[src/hdl/acq_trig_pkg.sv]
// Package: register map, field layout and types for the acquisition trigger control
package acq_trig_pkg;
   // APB register byte offsets
   localparam logic [7:0] CTRL_OFS      = 8'h00;
   localparam logic [7:0] SAMP_DIV_OFS  = 8'h04;
   localparam logic [7:0] POST_CNT_OFS  = 8'h08;
   localparam logic [7:0] SCAN_DIV_OFS  = 8'h0C;
   localparam logic [7:0] DAC0_OFS      = 8'h10;
   localparam logic [7:0] DAC1_OFS      = 8'h14;
   localparam logic [7:0] STATUS_OFS    = 8'h18;
   localparam logic [7:0] IRQ_STAT_OFS  = 8'h1C;
   localparam logic [7:0] IRQ_MASK_OFS  = 8'h20;

   // Control register bit positions
   localparam int CTRL_ARM_BIT   = 0;
   localparam int CTRL_EXTCV_BIT = 1;
   localparam int CTRL_STOPM_BIT = 2;
   localparam int CTRL_SCAN_BIT  = 3;
   localparam int CTRL_EXTSC_BIT = 4;
   localparam int CTRL_DLYUP_BIT = 5;
   localparam int CTRL_UPIRQ_BIT = 6;
   localparam int CTRL_WIDTH     = 7;

   // Interrupt status bit positions
   localparam int IRQ_UPD_BIT  = 0;
   localparam int IRQ_DONE_BIT = 1;
   localparam int IRQ_TRIG_BIT = 2;
   localparam int IRQ_WIDTH    = 3;

   localparam int DAC_WIDTH = 12;
   localparam int CNT_WIDTH = 16;

   localparam logic [CNT_WIDTH-1:0] CNT_RESET = 16'h0000;
   localparam logic [CNT_WIDTH-1:0] DIV_RESET = 16'h0010;

   // External convert edge spacing after trigger or scan edge
   localparam int SETUP_NS   = 50;
   localparam int CLK_PER_NS = 50;
   localparam int SETUP_CYC  = (SETUP_NS + CLK_PER_NS - 1) / CLK_PER_NS;

   typedef enum logic [3:0] {
      ST_IDLE  = 4'b0001,
      ST_WAIT  = 4'b0010,
      ST_RUN   = 4'b0100,
      ST_DONE  = 4'b1000
   } acq_state_t;

   typedef struct packed {
      logic upd_irq_en;
      logic delayed_update;
      logic ext_scan;
      logic scan_enable;
      logic stop_trigger_mode;
      logic ext_timing;
      logic arm;
   } ctrl_t;

   typedef struct packed {
      logic convert_pulse;
      logic gate;
      logic running;
   } acq_out_t;
endpackage

[src/hdl/acquisition_trigger_control.sv]
// Acquisition trigger, convert pacing, scan gating and DAC update control
`timescale 1ns/10ps
module acquisition_trigger_control
   import acq_trig_pkg::*;
#(
   parameter int ADDR_W = 8
) (
   input  wire logic                          clk,
   input  wire logic                          reset_n,
   input  wire logic                          psel,
   input  wire logic                          penable,
   input  wire logic                          pwrite,
   input  wire logic [ADDR_W-1:0]             paddr,
   input  wire logic [31:0]                   pwdata,
   output logic      [31:0]                   prdata,
   output logic                               pready,
   output logic                               pslverr,
   input  wire logic                          ext_convert_n,
   input  wire logic                          ext_acq_trigger,
   input  wire logic                          scan_interval_in,
   input  wire logic                          ext_dac_update_n,
   output logic                               convert_start,
   output logic                               acq_active,
   output logic [acq_trig_pkg::DAC_WIDTH-1:0] dac0_out,
   output logic [acq_trig_pkg::DAC_WIDTH-1:0] dac1_out,
   output logic                               dac_write_strobe,
   output logic                               host_interrupt
);
   import acq_trig_pkg::*;

   ////////////////////////////////////////////////////////////////////////////
   // Pin synchronisers
   logic [1:0] cv_s_q;
   logic [1:0] tr_s_q;
   logic [1:0] sc_s_q;
   logic [1:0] up_s_q;
   logic       cv_q;
   logic       tr_q;
   logic       up_q;

   always_ff @(posedge clk or negedge reset_n) begin
      if (!reset_n) begin
         cv_s_q <= 2'b11;
         tr_s_q <= 2'b00;
         sc_s_q <= 2'b00;
         up_s_q <= 2'b11;
         cv_q   <= 1'b1;
         tr_q   <= 1'b0;
         up_q   <= 1'b1;
      end else begin
         cv_s_q <= {cv_s_q[0], ext_convert_n};
         tr_s_q <= {tr_s_q[0], ext_acq_trigger};
         sc_s_q <= {sc_s_q[0], scan_interval_in};
         up_s_q <= {up_s_q[0], ext_dac_update_n};
         cv_q   <= cv_s_q[1];
         tr_q   <= tr_s_q[1];
         up_q   <= up_s_q[1];
      end
   end

   wire cv_fall = cv_q & ~cv_s_q[1];
   wire cv_rise = ~cv_q & cv_s_q[1];
   wire tr_rise = ~tr_q & tr_s_q[1];
   wire up_rise = ~up_q & up_s_q[1];
   wire up_low  = ~up_s_q[1];

   ////////////////////////////////////////////////////////////////////////////
   // Registers
   ctrl_t                ctrl_q;
   logic [CNT_WIDTH-1:0] samp_div_q;
   logic [CNT_WIDTH-1:0] post_cnt_q;
   logic [CNT_WIDTH-1:0] scan_div_q;
   logic [DAC_WIDTH-1:0] dac0_hold_q;
   logic [DAC_WIDTH-1:0] dac1_hold_q;
   logic [IRQ_WIDTH-1:0] irq_stat_q;
   logic [IRQ_WIDTH-1:0] irq_mask_q;

   wire wr_en = psel & penable & pwrite;
   wire rd_en = psel & ~pwrite;

   function automatic logic hit(input logic [ADDR_W-1:0] a, input logic [7:0] ofs);
      hit = (a[7:0] == ofs) && (a[1:0] == 2'b00);
   endfunction

   wire wr_ctrl  = wr_en & hit(paddr, CTRL_OFS);
   wire wr_sdiv  = wr_en & hit(paddr, SAMP_DIV_OFS);
   wire wr_post  = wr_en & hit(paddr, POST_CNT_OFS);
   wire wr_cdiv  = wr_en & hit(paddr, SCAN_DIV_OFS);
   wire wr_dac0  = wr_en & hit(paddr, DAC0_OFS);
   wire wr_dac1  = wr_en & hit(paddr, DAC1_OFS);
   wire wr_istat = wr_en & hit(paddr, IRQ_STAT_OFS);
   wire wr_imask = wr_en & hit(paddr, IRQ_MASK_OFS);
   wire mapped   = hit(paddr, CTRL_OFS) | hit(paddr, SAMP_DIV_OFS)
                 | hit(paddr, POST_CNT_OFS) | hit(paddr, SCAN_DIV_OFS)
                 | hit(paddr, DAC0_OFS) | hit(paddr, DAC1_OFS)
                 | hit(paddr, STATUS_OFS) | hit(paddr, IRQ_STAT_OFS)
                 | hit(paddr, IRQ_MASK_OFS);
   // Arming a new sequence re-enables the trigger input
   wire arm_wr   = wr_ctrl & pwdata[CTRL_ARM_BIT];

   assign pready  = 1'b1;
   assign pslverr = psel & penable & ~mapped;

   ////////////////////////////////////////////////////////////////////////////
   // Acquisition sequencer
   acq_state_t           st_q;
   acq_state_t           st_d;
   logic [CNT_WIDTH-1:0] sdiv_cnt_q;
   logic [CNT_WIDTH-1:0] cdiv_cnt_q;
   logic                 counting_q;
   logic                 gate_q;
   logic                 scan_pend_q;
   logic                 sc_d1_q;

   wire ext_t       = ctrl_q.ext_timing;
   wire int_tick    = (sdiv_cnt_q == CNT_RESET);
   wire running     = (st_q == ST_RUN);
   wire scan_src    = ctrl_q.ext_scan ? sc_s_q[1] : (cdiv_cnt_q == CNT_RESET);
   wire scan_rise   = scan_src & ~sc_d1_q;
   wire gate_ok     = ~ctrl_q.scan_enable | gate_q;
   // External edge paces conversions, else the internal interval counter
   wire conv_ev     = running & gate_ok & (ext_t ? cv_fall : int_tick);
   wire last_sample = counting_q & (post_cnt_q == 16'h0001);

   always_comb begin
      st_d = st_q;
      case (st_q)
         ST_IDLE: begin
            if (arm_wr) begin
               st_d = pwdata[CTRL_STOPM_BIT] ? ST_RUN : ST_WAIT;
            end
         end
         ST_WAIT: begin
            // Start trigger; in external mode a convert rise must follow
            if (tr_rise) begin
               st_d = ext_t ? ST_WAIT : ST_RUN;
            end
            if (counting_q && ext_t && cv_rise) begin
               st_d = ST_RUN;
            end
         end
         ST_RUN: begin
            if (conv_ev && last_sample) begin
               st_d = ST_DONE;
            end
         end
         ST_DONE: begin
            if (arm_wr) begin
               st_d = pwdata[CTRL_STOPM_BIT] ? ST_RUN : ST_WAIT;
            end
         end
         default: st_d = ST_IDLE;
      endcase
      if (wr_ctrl && !pwdata[CTRL_ARM_BIT]) begin
         st_d = ST_IDLE;
      end
   end

   // One trigger per armed sequence, later edges are dropped
   wire trig_taken = tr_rise & ~counting_q & ((st_q == ST_WAIT) | running);

   always_ff @(posedge clk or negedge reset_n) begin
      if (!reset_n) begin
         st_q        <= ST_IDLE;
         counting_q  <= 1'b0;
         sdiv_cnt_q  <= CNT_RESET;
         cdiv_cnt_q  <= CNT_RESET;
         post_cnt_q  <= CNT_RESET;
         gate_q      <= 1'b0;
         scan_pend_q <= 1'b0;
         sc_d1_q     <= 1'b0;
      end else begin
         st_q    <= st_d;
         sc_d1_q <= scan_src;
         // A trigger landing on a rearm write still counts as taken
         if (trig_taken) begin
            counting_q <= 1'b1;
         end else if (arm_wr) begin
            counting_q <= 1'b0;
         end
         // Interval counter restarts on a trigger edge seen in ST_WAIT
         if (tr_rise && st_q == ST_WAIT) begin
            sdiv_cnt_q <= samp_div_q;
         end else if (int_tick) begin
            sdiv_cnt_q <= samp_div_q;
         end else begin
            sdiv_cnt_q <= sdiv_cnt_q - 16'h0001;
         end
         cdiv_cnt_q <= (cdiv_cnt_q == CNT_RESET) ? scan_div_q
                                                  : cdiv_cnt_q - 16'h0001;
         if (wr_post) begin
            post_cnt_q <= pwdata[CNT_WIDTH-1:0];
         end else if (conv_ev && counting_q && post_cnt_q != CNT_RESET) begin
            post_cnt_q <= post_cnt_q - 16'h0001;
         end
         // Scan gate opens on the first convert rise after a scan edge
         // Arming drops a stale scan edge from an earlier run
         if (arm_wr) begin
            scan_pend_q <= 1'b0;
         end else if (scan_rise) begin
            scan_pend_q <= 1'b1;
         end else if (scan_pend_q && cv_rise) begin
            scan_pend_q <= 1'b0;
         end
         if (arm_wr) begin
            gate_q <= 1'b0;
         end else if (scan_pend_q && cv_rise) begin
            gate_q <= 1'b1;
         end else if (scan_rise) begin
            gate_q <= 1'b0;
         end
      end
   end

   ////////////////////////////////////////////////////////////////////////////
   // DAC update and interrupts
   wire upd_now = ctrl_q.delayed_update ? up_low : 1'b1;

   always_ff @(posedge clk or negedge reset_n) begin
      if (!reset_n) begin
         ctrl_q      <= '0;
         samp_div_q  <= DIV_RESET;
         scan_div_q  <= DIV_RESET;
         dac0_hold_q <= '0;
         dac1_hold_q <= '0;
         dac0_out    <= '0;
         dac1_out    <= '0;
         irq_mask_q  <= '0;
         irq_stat_q  <= '0;
         convert_start    <= 1'b0;
         dac_write_strobe <= 1'b0;
         prdata      <= '0;
      end else begin
         if (wr_ctrl)  ctrl_q     <= ctrl_t'(pwdata[CTRL_WIDTH-1:0]);
         if (wr_sdiv)  samp_div_q <= pwdata[CNT_WIDTH-1:0];
         if (wr_cdiv)  scan_div_q <= pwdata[CNT_WIDTH-1:0];
         if (wr_imask) irq_mask_q <= pwdata[IRQ_WIDTH-1:0];
         if (wr_dac0)  dac0_hold_q <= pwdata[DAC_WIDTH-1:0];
         if (wr_dac1)  dac1_hold_q <= pwdata[DAC_WIDTH-1:0];
         dac_write_strobe <= wr_dac0 | wr_dac1;
         convert_start    <= conv_ev;
         // Hold registers reach the pins only when update is allowed
         if (upd_now) begin
            dac0_out <= wr_dac0 ? pwdata[DAC_WIDTH-1:0] : dac0_hold_q;
            dac1_out <= wr_dac1 ? pwdata[DAC_WIDTH-1:0] : dac1_hold_q;
         end
         // Set wins over a same-cycle write-one clear
         irq_stat_q <= (irq_stat_q & ~(wr_istat ? pwdata[IRQ_WIDTH-1:0] : 3'b000))
                     | {trig_taken,
                        st_q == ST_RUN && st_d == ST_DONE,
                        up_rise & ctrl_q.upd_irq_en};
         if (rd_en) begin
            prdata <= 32'h0000_0000;
            if (hit(paddr, CTRL_OFS))     prdata[CTRL_WIDTH-1:0] <= ctrl_q;
            if (hit(paddr, SAMP_DIV_OFS)) prdata[CNT_WIDTH-1:0]  <= samp_div_q;
            if (hit(paddr, POST_CNT_OFS)) prdata[CNT_WIDTH-1:0]  <= post_cnt_q;
            if (hit(paddr, SCAN_DIV_OFS)) prdata[CNT_WIDTH-1:0]  <= scan_div_q;
            if (hit(paddr, DAC0_OFS))     prdata[DAC_WIDTH-1:0]  <= dac0_hold_q;
            if (hit(paddr, DAC1_OFS))     prdata[DAC_WIDTH-1:0]  <= dac1_hold_q;
            if (hit(paddr, STATUS_OFS))   prdata[5:0] <= {gate_q, counting_q, st_q};
            if (hit(paddr, IRQ_STAT_OFS)) prdata[IRQ_WIDTH-1:0]  <= irq_stat_q;
            if (hit(paddr, IRQ_MASK_OFS)) prdata[IRQ_WIDTH-1:0]  <= irq_mask_q;
         end
      end
   end

   assign acq_active     = running;
   assign host_interrupt = |(irq_stat_q & irq_mask_q);

   ////////////////////////////////////////////////////////////////////////////
   // Assertions
   conv_ext_a: assert property (@(posedge clk) disable iff (!reset_n)
      (running && ext_t && gate_ok && cv_fall) |=> convert_start)
      else $error("Convert fall did not start conversion");
   stop_idle_a: assert property (@(posedge clk) disable iff (!reset_n)
      (!counting_q && !wr_post) |=> $stable(post_cnt_q))
      else $error("Post count moved before trigger");
   done_zero_a: assert property (@(posedge clk) disable iff (!reset_n)
      (running && conv_ev && last_sample && !wr_ctrl) |=> st_q == ST_DONE)
      else $error("Run did not end at zero");
   trig_once_a: assert property (@(posedge clk) disable iff (!reset_n)
      (counting_q && !arm_wr) |=> counting_q)
      else $error("Trigger re-armed without software");
   start_int_a: assert property (@(posedge clk) disable iff (!reset_n)
      (st_q == ST_WAIT && !ext_t && tr_rise && !wr_ctrl) |=> running)
      else $error("Trigger did not start run");
   start_ext_a: assert property (@(posedge clk) disable iff (!reset_n)
      (st_q == ST_WAIT && ext_t && !counting_q && !tr_rise) |=> !running)
      else $error("Run started without trigger");
   dly_hold_a: assert property (@(posedge clk) disable iff (!reset_n)
      (ctrl_q.delayed_update && !up_low) |=> $stable(dac0_out))
      else $error("DAC changed without update strobe");
   imm_upd_a: assert property (@(posedge clk) disable iff (!reset_n)
      (!ctrl_q.delayed_update && wr_dac0) |=> dac0_out == $past(pwdata[DAC_WIDTH-1:0]))
      else $error("Immediate DAC write not shown");
   upd_irq_a: assert property (@(posedge clk) disable iff (!reset_n)
      (up_rise && ctrl_q.upd_irq_en) |=> irq_stat_q[IRQ_UPD_BIT])
      else $error("Update edge lost interrupt");
   conv_int_a: assert property (@(posedge clk) disable iff (!reset_n)
      (running && !ext_t && gate_ok && int_tick) |=> convert_start)
      else $error("Interval tick did not start conversion");
   post_dec_a: assert property (@(posedge clk) disable iff (!reset_n)
      (conv_ev && counting_q && post_cnt_q != CNT_RESET && !wr_post)
      |=> post_cnt_q == $past(post_cnt_q) - 16'h0001)
      else $error("Post count did not step down");
   gate_shut_a: assert property (@(posedge clk) disable iff (!reset_n)
      (ctrl_q.scan_enable && !gate_q) |=> !convert_start)
      else $error("Conversion outside scan gate");
   gate_open_a: assert property (@(posedge clk) disable iff (!reset_n)
      (scan_pend_q && cv_rise && !arm_wr) |=> gate_q)
      else $error("Convert rise did not open gate");
   wr_strobe_a: assert property (@(posedge clk) disable iff (!reset_n)
      (wr_dac0 || wr_dac1) |=> dac_write_strobe)
      else $error("DAC write strobe missing");
   cv_done_c: cover property (@(posedge clk) disable iff (!reset_n) st_q == ST_DONE);
   cv_gate_c: cover property (@(posedge clk) disable iff (!reset_n) gate_q && convert_start);
   cv_irq_c: cover property (@(posedge clk) disable iff (!reset_n) host_interrupt);
   cv_stop_c: cover property (@(posedge clk) disable iff (!reset_n)
      trig_taken && ctrl_q.stop_trigger_mode);
   cv_dly_c: cover property (@(posedge clk) disable iff (!reset_n)
      ctrl_q.delayed_update && up_low);
endmodule

[config.mk]
export PLATFORM = sky130hd
export DESIGN_NAME = acquisition_trigger_control
export DESIGN_NICKNAME = d
export VERILOG_FILES = /design/src/hdl/acq_trig_pkg.sv /design/src/hdl/acquisition_trigger_control.sv
export SDC_FILE = /design/constraint.sdc
export NUM_CORES = 1
export LEC_CHECK = 0
export BUFFER_PORTS_ARGS = -buffer_cell sky130_fd_sc_hd__buf_2
export CAP_MARGIN = 20
export CELL_PAD_IN_SITES_DETAIL_PLACEMENT = 0
export CELL_PAD_IN_SITES_GLOBAL_PLACEMENT = 1
export CORE_AREA = 2 2 141 143
export CTS_CLUSTER_DIAMETER = 50
export DETAILED_ROUTE_END_ITERATION = 7
export DIE_AREA = 0 0 143 145
export HOLD_SLACK_MARGIN = 0.15
export PLACE_DENSITY = 0.83
export SLEW_MARGIN = 5
export SYNTH_ARGS = -nofsm -noshare
export SYNTH_HDL_FRONTEND = slang
export SYNTH_SLANG_ARGS = --single-unit
[constraint.sdc]
create_clock -name clk -period 5.1 [get_ports clk]
set_clock_uncertainty 0.05 [all_clocks]
set_input_delay 0.51 -clock clk [delete_from_list [all_inputs] [get_ports clk]]
set_output_delay 0.51 -clock clk [all_outputs]
set_load 0.005 [all_outputs]
# After elaboration in Yosys (flattened, before gate mapping)
# Index checks and enable logic that the tools add are counted.
[word_totals]
reg_bits = 178
wordCells = 164
[op_classes]
addsub = 3
n_eq_ne = 14
muxes = 36
n_bitwise = 49
reduce_logical = 29
[op_table]
columns = ["op", "count"]
rows = [
  ["$mux W16", 8],
  ["$mux W12", 4],
  ["$sub A16 B1 Y16 const B", 3],
  ["$eq A8 B5 Y1 const B", 4],
  ["$logic_not A16 Y1", 2],
  ["$and A1 B1 Y1", 24],
  ["$mux W4", 5],
  ["$logic_and A1 B1 Y1", 18],
  ["$eq A16 B1 Y1 const B", 1],
  ["$eq A8 B4 Y1 const B", 2],
  ["$reduce_bool A16 Y1", 1],
  ["$mux W3", 5],
  ["$pmux W4 S3", 1],
  ["$mux W1", 11],
  ["$or A1 B1 Y1", 11],
  ["$not A1 Y1", 10],
  ["$eq A4 B4 Y1 const B", 2],
  ["$eq A8 B3 Y1 const B", 1],
  ["$eq A8 B6 Y1 const B", 1],
  ["$logic_not A8 Y1", 1],
  ["$mux W7", 1],
  ["$and A3 B3 Y3", 2],
  ["$mux W6", 1],
  ["$eq A4 B1 Y1 const B", 1],
  ["other kinds (10)", 11],
]

# Longest topological paths before layout
# Gate-level depths: netlist of the first run.
[logic_depth]
word_depth = 12
depth_mapped = 9
mapped_depth_nobuf = 7

# Least setup slack after synthesis of the first run
# Ideal clock, no wire load.
[synth_path]
path_type = "input to register"
from = "input port paddr[1]"
to = "register dac1_out[1] (netlist name)"
setup_time_ns = 0.125
t_arrival_ns = 2.693
required_time_ns = 4.925
setup_slack_ns = 2.232
stages = 9
path_cell_list = "nor4_1 -> and2_1 -> buf_2 -> and3_1 -> clkbuf_1 -> and2_1 -> buf_2 -> mux2_2 -> mux2_2"
[synth_via]
elab_chain_len = 4
elab_cells_between_ends = 5
cone_classes = "1 x eq/ne; 1 x mux; 1 x bitwise; 2 x reduce/logical"
[synth_lines]
columns = ["element", "line_no", "source"]
rows = [
  ["from (decl)", "acquisition_trigger_control.sv:13", "input wire logic [ADDR_W-1:0] paddr,"],
  ["$eq A8 B5 Y1 or $logic_not A2 Y1 (tied branches)", "acquisition_trigger_control.sv:82", "hit = (a[7:0] == ofs) && (a[1:0] == 2'b00);"],
  ["$logic_and A1 B1 Y1 *", "acquisition_trigger_control.sv:82", ""],
  ["$and A1 B1 Y1 *", "acquisition_trigger_control.sv:90", "wire wr_dac1 = wr_en & hit(paddr, DAC1_OFS);"],
  ["$mux W12 *", "acquisition_trigger_control.sv:245", "dac1_out <= wr_dac1 ? pwdata[DAC_WIDTH-1:0] : dac1_hold_q;"],
  ["to (signal assigned)", "acquisition_trigger_control.sv:245", ""],
  ["to (decl)", "acquisition_trigger_control.sv:25", "output logic [acq_trig_pkg::DAC_WIDTH-1:0] dac1_out,"],
]
# Every way passes the cells marked *; elsewhere a longest branch is shown, timed or not.
# A chain may end at the register's enable or synchronous reset.

# Worst setup path after layout of the first run
[layout_path]
from = "input port paddr[1]"
to = "register dac1_out[8] (netlist name)"
# The elaborated chain is that of the path after synthesis.

==> flow_results.xml, run 1 <==
<?xml version="1.0" encoding="UTF-8"?>
<metrics>
  <group name="status">
    <metric name="run_status" unit="">finished, final reports clean</metric>
  </group>
  <group name="min_path">
    <metric name="worstHoldStart" unit="">pwdata[12]</metric>
    <metric name="hp-class" unit="">input port to flop</metric>
    <metric name="worstHoldPathCells" unit="">2</metric>
    <metric name="whs_endpoint" unit="">scan_div_q[12]$_DFFE_PN0P_</metric>
  </group>
  <group name="critical_path">
    <metric name="regToRegSetupSlack" unit="ps">2100</metric>
    <metric name="ff_to_ff_path_depth" unit="">6</metric>
    <metric name="worstSetupStartpointType" unit="">input port</metric>
    <metric name="crit_arrival" unit="ps">3480</metric>
    <metric name="r2r-start" unit="">sdiv_cnt_q[6]$_DFF_PN0_</metric>
    <metric name="path_class" unit="">input port to flop</metric>
    <metric name="cp_data_required_time" unit="ps">5370</metric>
    <metric name="critical_path.startpoint" unit="">paddr[1]</metric>
    <metric name="crit_path_end_kind" unit="">flop</metric>
    <metric name="rr_endpoint" unit="">post_cnt_q[13]$_DFFE_PN0P_</metric>
    <metric name="critPathMaxFanout" unit="">12</metric>
  </group>
  <group name="global_routing">
    <metric name="wire_length_of_the_first_global_routing_pass" unit="microns">33550</metric>
    <metric name="grt_overflow_total" unit="">0</metric>
    <metric name="grt_pass1_vias" unit="">6116</metric>
    <metric name="grt_antenna_before_repair" unit="">0</metric>
    <metric name="grt_max_degree" unit="">88</metric>
    <metric name="track_usage" unit="">0.2096</metric>
  </group>
  <group name="floorplan">
    <metric name="die_w" unit="microns">143</metric>
    <metric name="die_span_y" unit="microns">145</metric>
    <metric name="start_util" unit="">0.4426</metric>
    <metric name="top_level_ports" unit="">111</metric>
    <metric name="rows" unit="">51</metric>
    <metric name="die_area" unit="sq um">20740</metric>
    <metric name="core_region_area" unit="sq um">19210</metric>
  </group>
  <group name="layout">
    <metric name="multi_input_area" unit="sq um">3757</metric>
    <metric name="layout_common_cells" unit="">169 x sky130_fd_sc_hd__dfrtp_1, 102 x sky130_fd_sc_hd__mux2_2, 76 x sky130_fd_sc_hd__buf_2, 73 x sky130_fd_sc_hd__nor2_1, 50 x sky130_fd_sc_hd__a21oi_1</metric>
    <metric name="num-fill-cells" unit="">1733</metric>
    <metric name="design_area" unit="sq um">9722</metric>
    <metric name="final_layout_size_suffix_gt1_frac" unit="">0.2867</metric>
    <metric name="finish.utilization" unit="">0.5062</metric>
    <metric name="syn2layout_area_growth" unit="%">14.35</metric>
    <metric name="most_common_cell_after_layout_fill_and_taps_aside" unit="">sky130_fd_sc_hd__dfrtp_1</metric>
    <metric name="finalNetCount" unit="">887</metric>
    <metric name="antennaDiodeCount" unit="">0</metric>
    <metric name="sequential_cell_area_in_the_final_layout" unit="sq um">4466</metric>
  </group>
  <group name="synth">
    <metric name="ys_async_sr_fraction" unit="">1.000</metric>
    <metric name="synth_seq_cells" unit="">178</metric>
    <metric name="synth-edff-count" unit="">0</metric>
    <metric name="synth_top_cells_by_area" unit="">sky130_fd_sc_hd__dfrtp_1 50%, sky130_fd_sc_hd__mux2_2 14%, sky130_fd_sc_hd__xnor2_1 3.3%</metric>
    <metric name="post-synth-top-area-fraction" unit="">0.4974</metric>
    <metric name="synth_cells" unit="">762</metric>
    <metric name="ys.warnings.count" unit="">0</metric>
    <metric name="avgSynthCellArea" unit="sq um">11.16</metric>
    <metric name="post_synth_num_cell_types" unit="">59</metric>
    <metric name="yosysSeqAreaShare" unit="">0.5252</metric>
    <metric name="yosysTopAreaCell" unit="">sky130_fd_sc_hd__dfrtp_1</metric>
    <metric name="synth-main-ff-cell" unit="">sky130_fd_sc_hd__dfrtp_1</metric>
    <metric name="post_synth_instance_area" unit="sq um">8502</metric>
  </group>
  <group name="clocking">
    <metric name="clk_pin_slew_worst_paths" unit="ps">70</metric>
    <metric name="clock_path_buffers" unit="">2</metric>
    <metric name="cts.htree.levels" unit="">4</metric>
    <metric name="cts_inserted_buffers" unit="">17</metric>
    <metric name="clock_insertion_delay_worst_skew" unit="ps">430</metric>
    <metric name="tritoncts_num_sinks" unit="">178</metric>
    <metric name="postCtsResizedCells" unit="">0</metric>
    <metric name="cts_tree" unit="">built</metric>
    <metric name="cts-root-buf" unit="">sky130_fd_sc_hd__clkbuf_16</metric>
  </group>
  <group name="timing">
    <metric name="crit_share_post_route" unit="">0.6302</metric>
    <metric name="setup-violations-final" unit="">0</metric>
    <metric name="slew_violations" unit="">0</metric>
    <metric name="unrepaired_setup_endpoints_after_global_routing" unit="">false</metric>
    <metric name="final_period_minus_worst_setup_slack" unit="ps">3214</metric>
    <metric name="worst_pin_slew" unit="ps">970.7</metric>
    <metric name="max_slew_margin" unit="">0.3511</metric>
    <metric name="hold_violations" unit="">0</metric>
    <metric name="fmax" unit="MHz">311.1</metric>
    <metric name="fin_setup_tns" unit="ps">0</metric>
  </group>
  <group name="placement">
    <metric name="hpwl" unit="microns">14310</metric>
    <metric name="placed_cell_area" unit="sq um">9034</metric>
    <metric name="io_buffer_count" unit="">77</metric>
    <metric name="gp_congestion" unit="">0.8157</metric>
  </group>
  <group name="routing">
    <metric name="via_count" unit="">6027</metric>
    <metric name="number_of_vias_per_cell_after_detailed_routing" unit="">5.435</metric>
    <metric name="routed_wirelength" unit="microns">20650</metric>
    <metric name="final_antenna_net_count" unit="">0</metric>
    <metric name="detailedRoute.firstIterationViolations" unit="">385</metric>
    <metric name="count_of_unresolved_drc_violations_after_routing" unit="">0</metric>
    <metric name="detailedRoute.firstPassIterationCount" unit="">5</metric>
    <metric name="routed_wire_length_per_instance" unit="microns">18.62</metric>
  </group>
  <group name="power_and_ir_drop">
    <metric name="static-leakage-power" unit="nW">4.552</metric>
    <metric name="pwr_density_cell" unit="nW/um^2">354.4</metric>
    <metric name="power.ir.vdd_worst" unit="mV">0.2603</metric>
    <metric name="fin_total_pwr" unit="mW">3.445</metric>
  </group>
  <group name="job">
    <metric name="max_cap_viol_count" unit="">0</metric>
  </group>
</metrics>
-- kinds of logic after synthesis --
group / synth area share
buffers and inverters: 0.03944
other: 0.0008833
adder cells (fa/ha/maj): 0.01030
multiplexers: 0.1572
XOR/XNOR: 0.04121
AND/OR/NAND/NOR: 0.1369
flip-flops: 0.5252
AO/OA/AOI/OAI: 0.08889
-- through the flow --
stage	instances	setup WS, ps	hold slack (ps)
2_1_floorplan	777	2232	164.4
4_1_cts	1107	1881	272.5
5_1_grt	1109	1605	282.0
6_report	1109	1886	289.2
3_5_place_dp	1070	1422	287.0
3_3_place_gp	1070	1440	295.2
-- worst max-delay path by stage --
stage | slack, ps | cells past startpoint | to
floorplan | 2230 | 9 | dac1_out[1]$_DFFE_PN0P_
global placement | 1440 | 6 | scan_div_q[8]$_DFFE_PN0P_
detailed placement | 1420 | 7 | dac1_out[6]$_DFFE_PN0P_
CTS | 1880 | 7 | dac1_out[6]$_DFFE_PN0P_
global route | 1610 | 6 | scan_div_q[6]$_DFFE_PN0P_
finish | 1890 | 7 | dac1_out[8]$_DFFE_PN0P_
-- sequential cells by signal, summed over array words and instances (netlist names), 2 cells and up --
signal,flops
cdiv_cnt_q,16
ctrl_q,6
cv_s_q,2
dac0_hold_q,12
dac0_out,12
dac1_hold_q,12
dac1_out,12
irq_mask_q,3
irq_stat_q,3
post_cnt_q,16
prdata,16
samp_div_q,16
sc_s_q,2
scan_div_q,16
sdiv_cnt_q,16
st_q,4
tr_s_q,2
up_s_q,2
-- critical path, cell delays in order --
cell and delay, ps:
sky130_fd_sc_hd__buf_2 100, sky130_fd_sc_hd__nor4_1 670, sky130_fd_sc_hd__and2_1 500, sky130_fd_sc_hd__and3_1 410, sky130_fd_sc_hd__and2_1 600, sky130_fd_sc_hd__mux2_2 420, sky130_fd_sc_hd__mux2_2 270
-- where the power goes --
| group | switching (mW) | internal [mW] | leakage (nW) |
|---|---|---|---|
| clock | 0.633 | 0.659 | 0.285 |
| combinational | 0.230 | 0.220 | 1.98 |
| sequential | 0.137 | 1.57 | 2.29 |
| total | 1.00 | 2.45 | 4.55 |
-- synthesized netlist by cell type (all sizes together), types with 2 or more instances --
master / count
a211o: 2
nand2: 48
a31oi: 5
nor3b: 3
mux2i: 3
o211ai: 2
a21o: 2
buf: 23
and3: 4
nor2b: 6
nor3: 21
nand3b: 4
inv: 12
nor4b: 2
and2: 5
nor2: 73
mux4: 7
o31ai: 4
o21ai: 20
a22oi: 15
mux2: 102
a221oi: 7
xor2: 8
or3: 9
dfrtp: 169
conb: 2
or2: 7
ha: 7
clkbuf: 31
xnor2: 32
or4: 8
dfstp: 9
nand4: 2
nor4: 13
nand2b: 12
nand3: 14
o21a: 2
a21oi: 50
-- layer usage --
| layer | wire length (microns) | up-vias | GRT usage | part of all wire |
|---|---|---|---|---|
| met4 | 463 | 0 | 0.06634 | 0.022 |
| met3 | 791 | 30 | 0.04158 | 0.038 |
| met1 | 9271 | 3022 | 0.2860 | 0.45 |
| met2 | 10130 | 145 | 0.3366 | 0.49 |
| li1 | - | 2830 | - | - |
| met5 | 0 | - | 0 | 0 |
-- cell type report --
type	instances	share of cell area
flip-flops and latches	178	0.4593
multi-input cells	532	0.3865
repair buffers	89	0.05495
clock buffers	17	0.04376
well taps	265	0.03411
clock inverters	15	0.01622
inverters	13	0.005148
-- repair_timing --
| action | in CTS | in global routing |
|---|---|---|
| hold buffers | 5 | 0 |
| setup buffers | 0 | 0 |
| hold endpoints to repair | 89 | 0 |
Note: power is estimated with default switching activity, not from simulation.
==> inputs of run 2 (changes only) <==
==> constraint.sdc (replaced) <==
create_clock -name clk -period 3.3 [get_ports clk]
set_clock_uncertainty 0.05 [all_clocks]
set_input_delay 0.33 -clock clk [delete_from_list [all_inputs] [get_ports clk]]
set_output_delay 0.33 -clock clk [all_outputs]
set_load 0.005 [all_outputs]
==> flow_results.xml, run 2 (same netlist as run 1, synthesis figures left out) <==
<?xml version="1.0" encoding="UTF-8"?>
<metrics>
  <group name="clocking">
    <metric name="clk_pin_slew_worst_paths" unit="ps">70</metric>
    <metric name="cts.htree.levels" unit="">4</metric>
    <metric name="clock_insertion_delay_worst_skew" unit="ps">430</metric>
    <metric name="postCtsResizedCells" unit="">0</metric>
    <metric name="cts_inserted_buffers" unit="">17</metric>
    <metric name="clock_path_buffers" unit="">2</metric>
    <metric name="cts-root-buf" unit="">sky130_fd_sc_hd__clkbuf_16</metric>
    <metric name="tritoncts_num_sinks" unit="">178</metric>
    <metric name="cts_tree" unit="">built</metric>
  </group>
  <group name="global_routing">
    <metric name="grt_antenna_before_repair" unit="">0</metric>
    <metric name="grt_overflow_total" unit="">0</metric>
    <metric name="grt_max_degree" unit="">66</metric>
    <metric name="grt_pass1_vias" unit="">6079</metric>
    <metric name="track_usage" unit="">0.2073</metric>
    <metric name="wire_length_of_the_first_global_routing_pass" unit="microns">33200</metric>
  </group>
  <group name="layout">
    <metric name="final_layout_size_suffix_gt1_frac" unit="">0.2930</metric>
    <metric name="antennaDiodeCount" unit="">0</metric>
    <metric name="finalNetCount" unit="">903</metric>
    <metric name="most_common_cell_after_layout_fill_and_taps_aside" unit="">sky130_fd_sc_hd__dfrtp_1</metric>
    <metric name="layout_common_cells" unit="">169 x sky130_fd_sc_hd__dfrtp_1, 102 x sky130_fd_sc_hd__mux2_2, 76 x sky130_fd_sc_hd__buf_2, 73 x sky130_fd_sc_hd__nor2_1, 50 x sky130_fd_sc_hd__a21oi_1</metric>
    <metric name="syn2layout_area_growth" unit="%">15.92</metric>
    <metric name="design_area" unit="sq um">9856</metric>
    <metric name="finish.cell_count_without_fillers" unit="">1125</metric>
  </group>
  <group name="critical_path">
    <metric name="path_class" unit="">flop to flop</metric>
    <metric name="critical_path.top_delay_family" unit="">simple AND/OR/NAND/NOR gates</metric>
    <metric name="critPathMaxFanout" unit="">12</metric>
    <metric name="rr_endpoint" unit="">post_cnt_q[9]$_DFFE_PN0P_</metric>
    <metric name="r2r-start" unit="">st_q[1]$_DFF_PN0_</metric>
    <metric name="crit_arrival" unit="ps">3200</metric>
    <metric name="ff_to_ff_path_depth" unit="">7</metric>
    <metric name="critical-path-max-stage-delay" unit="ps">590</metric>
    <metric name="regToRegSetupSlack" unit="ps">400</metric>
    <metric name="worstSetupStartpointType" unit="">flop</metric>
    <metric name="cp_data_required_time" unit="ps">3600</metric>
    <metric name="crit_path_end_kind" unit="">flop</metric>
    <metric name="path_cells" unit="">or4b_4, clkinv_2, o2111ai_1, a41o_1, or2_1, or4_1, a31oi_1</metric>
    <metric name="timing.critical_path.buf_inv" unit="">1</metric>
    <metric name="worst_path_max_delay_cell" unit="">sky130_fd_sc_hd__or4b_4</metric>
  </group>
  <group name="routing">
    <metric name="final_antenna_net_count" unit="">0</metric>
    <metric name="routed_wirelength" unit="microns">20650</metric>
    <metric name="detailedRoute.firstIterationViolations" unit="">342</metric>
    <metric name="routed_wire_length_per_instance" unit="microns">18.36</metric>
    <metric name="via_count" unit="">6081</metric>
    <metric name="detailedRoute.firstPassIterationCount" unit="">4</metric>
    <metric name="number_of_vias_per_cell_after_detailed_routing" unit="">5.405</metric>
    <metric name="count_of_unresolved_drc_violations_after_routing" unit="">0</metric>
  </group>
  <group name="floorplan">
    <metric name="die_w" unit="microns">143</metric>
    <metric name="die_span_y" unit="microns">145</metric>
    <metric name="start_util" unit="">0.4426</metric>
    <metric name="rows" unit="">51</metric>
    <metric name="core_region_area" unit="sq um">19210</metric>
    <metric name="top_level_ports" unit="">111</metric>
    <metric name="die_area" unit="sq um">20740</metric>
  </group>
  <group name="timing">
    <metric name="final_period_minus_worst_setup_slack" unit="ps">2904</metric>
    <metric name="fmax" unit="MHz">344.4</metric>
    <metric name="hold_violations" unit="">0</metric>
    <metric name="max_slew_margin" unit="">0.5041</metric>
    <metric name="worst_hold_slack" unit="ps">172.0</metric>
    <metric name="unrepaired_setup_endpoints_after_global_routing" unit="">false</metric>
    <metric name="fin_setup_tns" unit="ps">0</metric>
    <metric name="worst_pin_slew" unit="ps">737.1</metric>
    <metric name="crit_share_post_route" unit="">0.8800</metric>
    <metric name="slew_violations" unit="">0</metric>
    <metric name="setup-violations-final" unit="">0</metric>
  </group>
  <group name="status">
    <metric name="run_status" unit="">finished, final reports clean</metric>
  </group>
  <group name="power_and_ir_drop">
    <metric name="static-leakage-power" unit="nW">4.613</metric>
    <metric name="fin_total_pwr" unit="mW">5.345</metric>
    <metric name="power.ir.vdd_worst" unit="mV">0.3552</metric>
    <metric name="pwr_density_cell" unit="nW/um^2">542.3</metric>
  </group>
  <group name="min_path">
    <metric name="worstHoldStart" unit="">penable</metric>
    <metric name="worstHoldPathCells" unit="">3</metric>
    <metric name="hp-class" unit="">input port to flop</metric>
    <metric name="whs_endpoint" unit="">dac_write_strobe$_DFF_PN0_</metric>
  </group>
  <group name="placement">
    <metric name="placed_cell_area" unit="sq um">9129</metric>
    <metric name="post-place-cells" unit="">1081</metric>
    <metric name="hpwl" unit="microns">14500</metric>
    <metric name="gp_congestion" unit="">0.8489</metric>
    <metric name="io_buffer_count" unit="">77</metric>
  </group>
  <group name="job">
    <metric name="max_cap_viol_count" unit="">0</metric>
  </group>
</metrics>
==> run 2: layout make-up <==
| type | instances | area [sq um] |
|---|---|---|
| flip-flops and latches | 178 | 4466 |
| clock inverters | 14 | 155.1 |
| multi-input cells | 532 | 3757 |
| well taps | 265 | 331.6 |
| inverters | 13 | 50.05 |
| clock buffers | 18 | 429.2 |
| repair buffers | 105 | 666.9 |
| fillers | 1722 | 9351 |
==> run 2: metrics by stage <==
step	worst slack, ps	util
2_1_floorplan	612.1	-
3_3_place_gp	495.2	0.4753
3_5_place_dp	426.6	0.4753
4_1_cts	393.7	0.5109
5_1_grt	241.3	0.5131
6_report	396.0	0.5131
==> run 2: worst max path at each step <==
stage	from	endpoint	slack [ps]	cells past startpoint
after CTS	st_q[1]$_DFF_PN0_	post_cnt_q[9]$_DFFE_PN0P_	390	7
after global placement	st_q[1]$_DFF_PN0_	post_cnt_q[9]$_DFFE_PN0P_	500	7
after floorplan	paddr[1]	dac1_out[1]$_DFFE_PN0P_	610	9
after global routing	st_q[2]$_DFF_PN0_	post_cnt_q[13]$_DFFE_PN0P_	240	7
final	st_q[1]$_DFF_PN0_	post_cnt_q[9]$_DFFE_PN0P_	400	7
after detailed placement	st_q[1]$_DFF_PN0_	post_cnt_q[9]$_DFFE_PN0P_	430	7
==> run 2: timing repair <==
action	CTS	global route
hold buffers	10	0
endpoints found under the hold margin	80	0
setup buffers	0	0
==> run 2: where the power goes <==
group	switching [mW]	internal, mW	total (mW)	leakage [nW]
Combinational	0.357	0.349	0.706	2.05
Sequential	0.211	2.42	2.63	2.29
Clock	0.881	1.12	2.01	0.275
==> run 2: metal layers <==
metal | global-route usage | part of all wire | up-vias
li1 | - | - | 2859
met1 | 0.2840 | 0.46 | 3050
met2 | 0.3330 | 0.48 | 134
met3 | 0.03135 | 0.032 | 38
met4 | 0.07772 | 0.027 | 0
met5 | 0 | 0 | -
==> run 2: worst register-to-register path: cells and delay by family, from the launching register on <==
kind	cells	cell delay, ps
AOI/OAI and AO/OA	3	740
buffers and inverters	1	90
DFF	1	470
and+or+nand+nor	3	1480
